===== src/rtl/slb_pkg.sv =====
// Package for the serial line buffer controller: constants and codes.
// Assumes a 20 MHz system clock and no register bus.
package slb_pkg;
  // ==========================================================
  // Clock and baud rates
  localparam int unsigned SLB_CLK_HZ    = 20000000;
  localparam int unsigned SLB_OVERSMP   = 16;
  localparam logic [4:0]  SLB_SEL_9600  = 5'h00;
  localparam logic [4:0]  SLB_SEL_4800  = 5'h04;
  localparam logic [4:0]  SLB_SEL_2400  = 5'h08;
  localparam logic [4:0]  SLB_SEL_1200  = 5'h0c;
  localparam logic [4:0]  SLB_SEL_600   = 5'h10;
  localparam logic [4:0]  SLB_SEL_300   = 5'h14;
  localparam logic [4:0]  SLB_SEL_150   = 5'h18;
  localparam logic [4:0]  SLB_SEL_200   = 5'h1a;
  localparam logic [4:0]  SLB_SEL_110   = 5'h1f;
  // Divider reload: cycles of clk per 16x tick, minus one.
  function automatic logic [15:0] slb_div(input int unsigned baud);
    slb_div = 16'((SLB_CLK_HZ / (baud * SLB_OVERSMP)) - 1);
  endfunction
  // ==========================================================
  // Control characters
  localparam logic [7:0] SLB_CH_LF  = 8'h0a;
  localparam logic [7:0] SLB_CH_VT  = 8'h0b;
  localparam logic [7:0] SLB_CH_FF  = 8'h0c;
  localparam logic [7:0] SLB_CH_CR  = 8'h0d;
  localparam logic [7:0] SLB_CH_DC3 = 8'h13;
  localparam logic [7:0] SLB_CH_DEL = 8'h7f;
  localparam logic [7:0] SLB_CH_SP  = 8'h20;
  localparam logic [7:0] SLB_LINE_MAX = 8'd132;
  // ==========================================================
  // Firmware patch window
  localparam logic [15:0] SLB_PATCH_LO = 16'h0038;
  localparam logic [15:0] SLB_PATCH_HI = 16'h003f;
  // ==========================================================
  // Receiver states
  typedef enum logic [3:0] {
    SLB_RX_IDLE  = 4'b0001,
    SLB_RX_START = 4'b0010,
    SLB_RX_DATA  = 4'b0100,
    SLB_RX_STOP  = 4'b1000
  } slb_rx_e;
endpackage


===== src/rtl/slb_fifo.sv =====
// Synchronous FIFO with valid/ready on both sides.
// Assumes one clock and an active-low synchronised reset.
`timescale 1ns/1ns
module slb_fifo #(
  parameter int W = 8,
  parameter int D = 8
) (
  input  wire logic         clk,
  input  wire logic         rst_n,
  input  wire logic [W-1:0] in_data,
  input  wire logic         in_valid,
  output logic              in_ready,
  output logic [W-1:0]      out_data,
  output logic              out_valid,
  input  wire logic         out_ready
);
  localparam int AW = $clog2(D);
  logic [W-1:0]  mem_r [D];
  logic [AW:0]   cnt_r;
  logic [AW-1:0] wp_r;
  logic [AW-1:0] rp_r;
  // ==========================================================
  // Handshake decode.
  wire wr_go = in_valid & in_ready;
  wire rd_go = out_valid & out_ready;
  assign in_ready  = (cnt_r != (AW+1)'(D));
  assign out_valid = (cnt_r != '0);
  assign out_data  = mem_r[rp_r];
  // Pointers and fill count move on accepted handshakes.
  always_ff @(posedge clk or negedge rst_n) begin
    if (!rst_n) begin
      cnt_r <= '0;
      wp_r  <= '0;
      rp_r  <= '0;
    end else begin
      if (wr_go) wp_r <= (wp_r == AW'(D-1)) ? '0 : wp_r + 1'b1;
      if (rd_go) rp_r <= (rp_r == AW'(D-1)) ? '0 : rp_r + 1'b1;
      cnt_r <= cnt_r + (AW+1)'(wr_go) - (AW+1)'(rd_go);
    end
  end
  // Storage array, written without reset.
  always_ff @(posedge clk) begin
    if (wr_go) mem_r[wp_r] <= in_data;
  end
endmodule


===== src/rtl/slb_top.sv =====
// Line buffer controller: receiver, parallel port, FIFO, busy and ack.
// Assumes pins arrive asynchronous to clk; processor side is on clk.
`timescale 1ns/1ns
module slb_top
  import slb_pkg::*;
#(
  parameter int FIFO_DEPTH = 8,
  parameter bit ALT_RATES  = 1'b0
) (
  input  wire logic       clk,
  input  wire logic       rst_n,
  input  wire logic       serial_rx,
  input  wire logic       data_set_ready,
  input  wire logic       carrier_present,
  input  wire logic       parity_en,
  input  wire logic       parity_odd,
  input  wire logic [4:0] baud_sel,
  input  wire logic [7:0] par_data,
  input  wire logic       par_strobe_n,
  input  wire logic       online,
  input  wire logic       cpu_busy,
  input  wire logic       line_busy_clear,
  input  wire logic [15:0] cpu_addr,
  input  wire logic       cpu_rd_ready,
  output logic [7:0]      cpu_rd_data,
  output logic            cpu_rd_valid,
  output logic            data_terminal_ready,
  output logic            reverse_channel_status,
  output logic            host_busy,
  output logic            ack_pulse,
  output logic            test_mode,
  output logic            patch_prom_sel,
  output logic            ctrl_char_seen,
  output logic            del_seen,
  output logic            rx_error
);
  // ==========================================================
  // Reset release and input synchronisers
  logic [1:0] rst_sync_r;
  wire        rst_s_n = rst_sync_r[1];
  always_ff @(posedge clk or negedge rst_n) begin
    if (!rst_n) rst_sync_r <= 2'b00;
    else        rst_sync_r <= {rst_sync_r[0], 1'b1};
  end

  // Three-stage chains; a level counts once stages two and three agree.
  logic [2:0] rx_s_r, dsr_s_r, cd_s_r, stb_s_r;
  logic       rx_q_r, dsr_q_r, cd_q_r, stb_q_r;
  logic [7:0] pd_s1_r, pd_s2_r;
  always_ff @(posedge clk or negedge rst_s_n) begin
    if (!rst_s_n) begin
      rx_s_r  <= 3'h7;
      dsr_s_r <= 3'h0;
      cd_s_r  <= 3'h0;
      stb_s_r <= 3'h7;
      {rx_q_r, dsr_q_r, cd_q_r, stb_q_r} <= 4'b1001;
    end else begin
      rx_s_r  <= {rx_s_r[1:0], serial_rx};
      dsr_s_r <= {dsr_s_r[1:0], data_set_ready};
      cd_s_r  <= {cd_s_r[1:0], carrier_present};
      stb_s_r <= {stb_s_r[1:0], par_strobe_n};
      if (rx_s_r[1] == rx_s_r[2])   rx_q_r  <= rx_s_r[2];
      if (dsr_s_r[1] == dsr_s_r[2]) dsr_q_r <= dsr_s_r[2];
      if (cd_s_r[1] == cd_s_r[2])   cd_q_r  <= cd_s_r[2];
      if (stb_s_r[1] == stb_s_r[2]) stb_q_r <= stb_s_r[2];
    end
  end
  // Parallel data is stable around the strobe; two stages suffice.
  always_ff @(posedge clk) begin
    pd_s1_r <= par_data;
    pd_s2_r <= pd_s1_r;
  end

  // Line idles at mark unless both qualifiers are asserted.
  wire rx_line = rx_q_r | ~(dsr_q_r & cd_q_r);

  // ==========================================================
  // Baud divider: one-cycle 16x tick enable
  logic [15:0] div_load;
  always_comb begin
    div_load = slb_div(9600);
    unique case (baud_sel)
      SLB_SEL_9600: div_load = slb_div(9600);
      SLB_SEL_4800: div_load = ALT_RATES ? slb_div(9600) : slb_div(4800);
      SLB_SEL_2400: div_load = slb_div(2400);
      SLB_SEL_1200: div_load = slb_div(1200);
      SLB_SEL_600:  div_load = slb_div(600);
      SLB_SEL_300:  div_load = slb_div(300);
      SLB_SEL_150:  div_load = ALT_RATES ? slb_div(200) : slb_div(150);
      SLB_SEL_200:  div_load = slb_div(200);
      SLB_SEL_110:  div_load = slb_div(110);
      default:      div_load = slb_div(9600);
    endcase
  end
  logic [15:0] div_r;
  wire         tick16 = (div_r == 16'h0000);
  // Reload on terminal count gives sixteen ticks per bit.
  always_ff @(posedge clk or negedge rst_s_n) begin
    if (!rst_s_n)    div_r <= 16'h0000;
    else if (tick16) div_r <= div_load;
    else             div_r <= div_r - 16'h0001;
  end

  // ==========================================================
  // Receiver: samples each bit at tick 8 of 16
  slb_rx_e     rx_st_r;
  logic [3:0]  ph_r;
  logic [3:0]  bit_r;
  logic [8:0]  sh_r;
  logic        char_received_flag;
  logic [7:0]  rx_byte_r;
  wire         mid = tick16 && (ph_r == 4'h7);
  wire [3:0]   nbits = parity_en ? 4'h9 : 4'h8;
  wire         par_bad = parity_en &&
                         ((^sh_r) != parity_odd);
  wire         stop_mid = (rx_st_r == SLB_RX_STOP) && mid;
  logic        char_received_clear;
  // Start, data LSB first, optional parity, then stop.
  always_ff @(posedge clk or negedge rst_s_n) begin
    if (!rst_s_n) begin
      rx_st_r <= SLB_RX_IDLE;
      ph_r <= 4'h0;
      bit_r <= 4'h0;
      sh_r <= 9'h000;
      rx_byte_r <= 8'h00;
      rx_error <= 1'b0;
    end else begin
      if (tick16) ph_r <= ph_r + 4'h1;
      unique case (rx_st_r)
        SLB_RX_IDLE: if (!rx_line) begin
          rx_st_r <= SLB_RX_START;
          ph_r <= 4'h0;
        end
        SLB_RX_START: if (mid) begin
          rx_st_r <= rx_line ? SLB_RX_IDLE : SLB_RX_DATA;
          bit_r <= 4'h0;
        end
        SLB_RX_DATA: if (mid) begin
          sh_r <= parity_en ? {rx_line, sh_r[8:1]}
                            : {1'b0, rx_line, sh_r[7:1]};
          bit_r <= bit_r + 4'h1;
          if (bit_r == nbits - 4'h1) rx_st_r <= SLB_RX_STOP;
        end
        SLB_RX_STOP: if (mid) begin
          rx_st_r <= SLB_RX_IDLE;
          rx_byte_r <= sh_r[7:0];
          rx_error <= ~rx_line | par_bad;
        end
      endcase
    end
  end
  // Flag rises when the stop bit is sampled; set wins over clear.
  always_ff @(posedge clk or negedge rst_s_n) begin
    if (!rst_s_n)                 char_received_flag <= 1'b0;
    else if (stop_mid)            char_received_flag <= 1'b1;
    else if (char_received_clear) char_received_flag <= 1'b0;
  end

  // ==========================================================
  // Parallel port: byte is taken on the strobe's trailing edge
  wire par_take = ~stb_q_r & stb_s_r[2] & (stb_s_r[1] == stb_s_r[2]);

  // ==========================================================
  // Store strobe, decoder and printable counter
  logic       ack_req_r;
  logic       stored_r;
  logic       fifo_ready;
  wire        fifo_store_strobe = char_received_flag & ~stored_r & fifo_ready;
  wire        par_store = par_take & fifo_ready;
  wire [7:0]  in_byte = par_take ? pd_s2_r : rx_byte_r;
  wire        any_store = fifo_store_strobe | par_store;
  wire        is_term = (in_byte == SLB_CH_CR) | (in_byte == SLB_CH_LF) |
                        (in_byte == SLB_CH_VT) | (in_byte == SLB_CH_FF);
  wire        is_ctrl = is_term | (in_byte == SLB_CH_DC3) |
                        (in_byte == SLB_CH_DEL);
  wire        is_print = (in_byte >= SLB_CH_SP) && (in_byte != SLB_CH_DEL);
  logic [7:0] pcount_r;
  wire        carry = any_store && is_print &&
                      (pcount_r == SLB_LINE_MAX - 8'd1);
  always_ff @(posedge clk or negedge rst_s_n) begin
    if (!rst_s_n) begin
      pcount_r <= 8'h00;
    end else if (any_store) begin
      if (is_term || carry) pcount_r <= 8'h00;
      else if (is_print)    pcount_r <= pcount_r + 8'h01;
    end
  end
  // Decoder outputs are registered one-cycle pulses.
  always_ff @(posedge clk or negedge rst_s_n) begin
    if (!rst_s_n) begin
      ctrl_char_seen <= 1'b0;
      del_seen       <= 1'b0;
    end else begin
      ctrl_char_seen <= any_store & is_ctrl;
      del_seen       <= any_store & (in_byte == SLB_CH_DEL);
    end
  end

  // ==========================================================
  // Line busy latch and host busy
  logic line_busy_latch;
  wire  busy_set = any_store & (is_ctrl | carry);
  // Set wins over the firmware clear on empty buffer.
  always_ff @(posedge clk or negedge rst_s_n) begin
    if (!rst_s_n)             line_busy_latch <= 1'b0;
    else if (busy_set)        line_busy_latch <= 1'b1;
    else if (line_busy_clear) line_busy_latch <= 1'b0;
  end
  // Store happens the cycle after stop midpoint or at strobe trailing edge.
  always_ff @(posedge clk or negedge rst_s_n) begin
    if (!rst_s_n) begin
      host_busy              <= 1'b0;
      reverse_channel_status <= 1'b0;
      data_terminal_ready    <= 1'b0;
    end else begin
      host_busy              <= line_busy_latch | busy_set | cpu_busy;
      reverse_channel_status <= line_busy_latch | busy_set | cpu_busy;
      data_terminal_ready    <= online;
    end
  end

  // ==========================================================
  // Acknowledge request: set by event, advanced by the store
  // The flag clear stands on the ack edge itself, so a held flag cannot
  // strobe the same byte into the FIFO a second time.
  assign char_received_clear = ack_req_r & stored_r;
  // Request sets on an event and clears when the ack is issued.
  always_ff @(posedge clk or negedge rst_s_n) begin
    if (!rst_s_n) begin
      ack_req_r <= 1'b0;
      stored_r  <= 1'b0;
      ack_pulse <= 1'b0;
    end else begin
      ack_pulse <= ack_req_r & stored_r;
      if (ack_req_r & stored_r) begin
        ack_req_r <= 1'b0;
        stored_r  <= 1'b0;
      end else begin
        if (stop_mid | par_take) ack_req_r <= 1'b1;
        if (any_store)           stored_r  <= 1'b1;
      end
    end
  end

  // ==========================================================
  // Line FIFO toward the processor
  logic [7:0] fifo_q;
  logic       fifo_v;
  slb_fifo #(.W(8), .D(FIFO_DEPTH)) u_fifo (
    .clk       (clk),
    .rst_n     (rst_s_n),
    .in_data   (in_byte),
    .in_valid  (any_store),
    .in_ready  (fifo_ready),
    .out_data  (fifo_q),
    .out_valid (fifo_v),
    .out_ready (cpu_rd_ready & ~cpu_rd_valid)
  );
  // Output stage registers one word at a time.
  always_ff @(posedge clk or negedge rst_s_n) begin
    if (!rst_s_n) begin
      cpu_rd_valid <= 1'b0;
      cpu_rd_data  <= 8'h00;
    end else if (cpu_rd_valid) begin
      cpu_rd_valid <= 1'b0;
    end else if (fifo_v & cpu_rd_ready) begin
      cpu_rd_valid <= 1'b1;
      cpu_rd_data  <= fifo_q;
    end
  end

  // ==========================================================
  // Patch window decode
  wire in_patch = (cpu_addr >= SLB_PATCH_LO) && (cpu_addr <= SLB_PATCH_HI);
  always_ff @(posedge clk or negedge rst_s_n) begin
    if (!rst_s_n) begin
      test_mode      <= 1'b0;
      patch_prom_sel <= 1'b0;
    end else begin
      test_mode      <= in_patch;
      patch_prom_sel <= in_patch;
    end
  end

  // ==========================================================
  // Checks
  busy_serial_a: assert property (@(posedge clk) disable iff (!rst_s_n)
    ($past(stop_mid) && fifo_store_strobe && busy_set) |=> host_busy)
    else $error("serial busy late");
  busy_or_a: assert property (@(posedge clk) disable iff (!rst_s_n)
    $past(cpu_busy) |-> host_busy) else $error("cpu busy not passed");
  ack_after_a: assert property (@(posedge clk) disable iff (!rst_s_n)
    $rose(ack_pulse) |-> $past(any_store, 2)) else $error("ack before store");
  ack_one_a: assert property (@(posedge clk) disable iff (!rst_s_n)
    ack_pulse |=> !ack_pulse) else $error("ack too long");
  flag_set_a: assert property (@(posedge clk) disable iff (!rst_s_n)
    stop_mid |=> char_received_flag) else $error("flag not set");
  busy_set_a: assert property (@(posedge clk) disable iff (!rst_s_n)
    busy_set |=> line_busy_latch) else $error("busy latch missed");
  count_clr_a: assert property (@(posedge clk) disable iff (!rst_s_n)
    (any_store && is_term) |=> pcount_r == 8'h00) else $error("count kept");
  patch_sel_a: assert property (@(posedge clk) disable iff (!rst_s_n)
    (cpu_addr == 16'h003a) |=> test_mode) else $error("patch decode");
  dtr_a: assert property (@(posedge clk) disable iff (!rst_s_n)
    online |=> data_terminal_ready) else $error("dtr wrong");
endmodule


===== config.mk =====
export PLATFORM = sky130hd
export DESIGN_NAME = slb_top
export DESIGN_NICKNAME = d
export VERILOG_FILES = /design/src/rtl/slb_pkg.sv /design/src/rtl/slb_fifo.sv /design/src/rtl/slb_top.sv
export SDC_FILE = /design/constraint.sdc
export NUM_CORES = 1
export LEC_CHECK = 0
export BUFFER_PORTS_ARGS = -buffer_cell sky130_fd_sc_hd__buf_2
export CORE_ASPECT_RATIO = 0.8
export CORE_MARGIN = 2
export CORE_UTILIZATION = 30
export DETAILED_ROUTE_END_ITERATION = 12
export GPL_TIMING_DRIVEN = 0
export MAX_ROUTING_LAYER = met4
export PLACE_DENSITY = 0.53
export SYNTH_ARGS = -nofsm -noshare
export SYNTH_HDL_FRONTEND = slang
export SYNTH_SLANG_ARGS = --single-unit

===== constraint.sdc =====
create_clock -name clk -period 3 [get_ports clk]
set_input_delay 0.3 -clock clk [delete_from_list [all_inputs] [get_ports clk]]
set_output_delay 0.3 -clock clk [all_outputs]
set_load 0.05 [all_outputs]

==> results.md <==
* Post-Syn Area per Cell at 12.86 um^2
* Dominant synthesized flop cell: dfrtp_1
* Clock Sinks at 181
* Post-Synth Adder-Cell Area at 3.009%
* Max Clock Freq at 361.0 MHz
* Slew Limit Fails at 0
* CTS clk-pin slew, worst paths at 0.07 ns
* Final WS setup at 0.2296 ns
* Starting Density at 30.73%
* Diodes inserted at 0
* CTS tree: built
* MaxCap Viol Count at 0
* DR iter-0 viols at 278
* Register area share after synthesis at 61.16%
* Std cell rows at 52
* Static leakage at 3.817 nW
* Xor/xnor share of the synthesized area at 3.425%
* Leading area contributor after synthesis: dfrtp_1
* Mux share of post-synthesis cell area at 8.643%
* Pre-CTS setup slack at 0.1453 ns
* Slew @ Worst Pin at 0.9197 ns
* Largest family of logic cells by synthesized area: simple AND/OR/NAND/NOR gates
* Total vias in the final route at 4898
* Via density per instance at 4.595
* Hpwl dp at 10800 um
* Nets@finish at 758
* Yosys reg bits at 181
* Outcome: finished, final reports clean
* Top-area cell type share of the netlist area at 29.45%
* Hold WC Path Type: input port to flop
* Synth Area in Compound Gates at 6.946%
* Core Area at 25440 um^2
* CTS Buffer Depth at 2
* Global-route wire length before repair at 26450 um
* Arrival @ worst endpoint at 3.09 ns
* Largest net degree at the start of global routing at 52
* Area grow syn2layout at 19.77%
* Req. time, crit path at 3.32 ns
* Clk_lat worst skew at 0.44 ns
* TritonCTS buffer count at 17
* Synth Warn # at 0
* Post-DR wirelength/cell at 14.85 um
* Cells after synthesis at 608
* Drc violations at 0
* CP Max Fanout at 10
* Tcrit/Tclk final at 92.35%
* RSZ-0062 raised after global routing: no
* Share of layout cells above drive strength 1 at 23.22%
* CP startpoint kind: flop
* Post-synth EDFFs at 64
* Top post-synthesis cells by area: dfrtp_1, edfxtp_1, mux4_2
* Final setup fails at 0
* Vias in the first global route at 5047
* Max VDD drop at 393.8 uV
* Most frequent cells in the layout: dfrtp_1, edfxtp_1, buf_2
* Die Span Y at 148.4 um
* H-tree level count at 4
* Iteration count of the initial detailed-routing pass at 4
* # fillers at 2458
* TNS Setup at 0 ns
* Max transition margin at 38.46%
* Final Hold Fails at 0
* Tmin final at 2.770 ns
* Mapped Area at 7817 um^2
* Width of the chip at 184.5 um
* Routed Wire Length at 15830 um
* Gpl congestion at 0.7575
* PD cells at 724.4 nW/um^2
* Skew final at 0.02014 ns
* # IOs at 59
* Crit path capture type: flop
* Initial antenna violation count at 0
* Synth unique cells at 70
* Commonest non-fill, non-tap cell in the layout: dfrtp_1
* Port bufs at 54
* Total GRT Usage at 12.88%
* Crit Path Class: flop to flop
* Async set-reset flop share out of synthesis at 55.80%
* Net count after synthesis at 664
* Die Footprint at 27370 um^2
* Root buf cell: clkbuf_16
* Routed Antenna Nets at 0
* GRT overflow at 0
* Post-synthesis simple-gate area fraction at 13.97%
==> cells in the mapped netlist, drive strengths merged (6+ instances only) <==
library cell  number
or4               10
a22oi              6
o31ai              8
nor4              10
or3                9
dfstp              9
nor3              21
nand4              8
nor2              32
mux4              16
a21oi             28
inv               21
edfxtp            64
ha                14
nand2b             7
clkbuf            20
dfxtp             16
xnor2             20
nand3             13
mux2i              9
xor2               8
o21ai             22
mux2              20
dfrtp             92
nand2             51
buf                9
==> worst max-delay path, stage by stage (launching register included) <==
cell      delay [ns]
dfstp_2         0.55
nand3b_1        0.17
clkbuf_2        0.25
a21o_1          0.20
clkinv_1        0.18
clkbuf_1        0.45
ha_1            0.27
inv_1           0.06
fa_1            0.48
inv_1           0.04
==> sequential cells by signal (all words and copies together), names as in the netlist, 4 cells and up <==
name,cells
pd_s1_r,8
rx_byte_r,8
ph_r,4
sh_r,9
div_r,16
u_fifo.cnt_r,4
u_fifo.mem_r,64
cpu_rd_data,8
rx_st_r,4
pcount_r,8
pd_s2_r,8
bit_r,4
==> final timing paths <==
| check | start | endpoint | slack, ns | cells after the start |
|---|---|---|---|---|
| setup / recovery | stb_s_r[1]$_DFF_PN1_ | u_fifo.cnt_r[1]$_DFF_PN0_ | 0.23 | 9 |
| hold / removal | cpu_busy | host_busy$_DFF_PN0_ | 0.06 | 3 |
| setup reg to reg | stb_s_r[1]$_DFF_PN1_ | u_fifo.cnt_r[1]$_DFF_PN0_ | 0.23 | 9 |
| hold reg to reg | pd_s1_r[1]$_DFF_P_ | pd_s2_r[1]$_DFF_P_ | 0.33 | 0 |
| max in group asynchronous | rst_sync_r[1]$_DFF_PN0_ | stb_s_r[0]$_DFF_PN1_ | 1.84 | 1 |
| min in group asynchronous | rst_n | rst_sync_r[1]$_DFF_PN0_ | 0.17 | 2 |
==> per-stage QoR <==
step / cells / util (%) / instance area, um^2 / hold slack (ns) / power (mW)
6_report: 1066 / 36.80 / 9363 / 0.06255 / 6.783
4_1_cts: 1066 / 36.80 / 9361 / 0.04257 / 6.887
2_1_floorplan: 608 / - / 7819 / 0.004409 / 4.241
3_3_place_gp: 1013 / 33.52 / 8528 / 0.08620 / 4.628
3_5_place_dp: 1018 / 33.89 / 8622 / 0.08692 / 4.670
5_1_grt: 1066 / 36.80 / 9363 / 0.06288 / 7.190
==> layout make-up <==
type                    instances  area (um^2)  area share, %
flip-flops and latches        181         4785          51.10
multi-input cells             376         2851          30.46
clock buffers                  21        494.2          5.279
repair buffers                 75        488.0          5.212
well taps                     351        439.2          4.691
plain buffers                  29        137.6          1.470
clock inverters                11        85.08         0.9087
inverters                      22        82.58         0.8820
==> per-layer routing <==
metal | GRT usage (%) | routed length, um | vias up
met2 | 18.53 | 7049 | 76
met4 | 3.440 | 108 | 0
met3 | 3.134 | 595 | 7
met1 | 18.15 | 8077 | 2391
met5 | - | 0 | -
li1 | - | - | 2424
==> logic make-up (layout without fill, tap and decap cells) <==
group | after synthesis | after routing
AO/OA/AOI/OAI | 87 | 87
XOR/XNOR | 29 | 29
other | 1 | 1
buffers and inverters | 51 | 158
flip-flops | 181 | 181
AND/OR/NAND/NOR | 195 | 195
multiplexers | 45 | 45
adder cells (fa/ha/maj) | 19 | 19
==> where the power goes <==
part           total [mW]  leakage, nW  internal [mW]  switching [mW]
Clock                2.18        0.294           1.20           0.978
Combinational        1.54         1.56          0.651           0.892
Sequential           3.06         1.96           2.84           0.221
==> timing repair <==
action / 4_1_cts / 5_1_grt
setup endpoints to repair: 0 / 8
buffers inserted: 0 / 0
gates resized for setup: 0 / 2
hold buffers: 16 / 0
endpoints found under the hold margin: 16 / 0
Note: power is estimated with default switching activity, not from simulation.
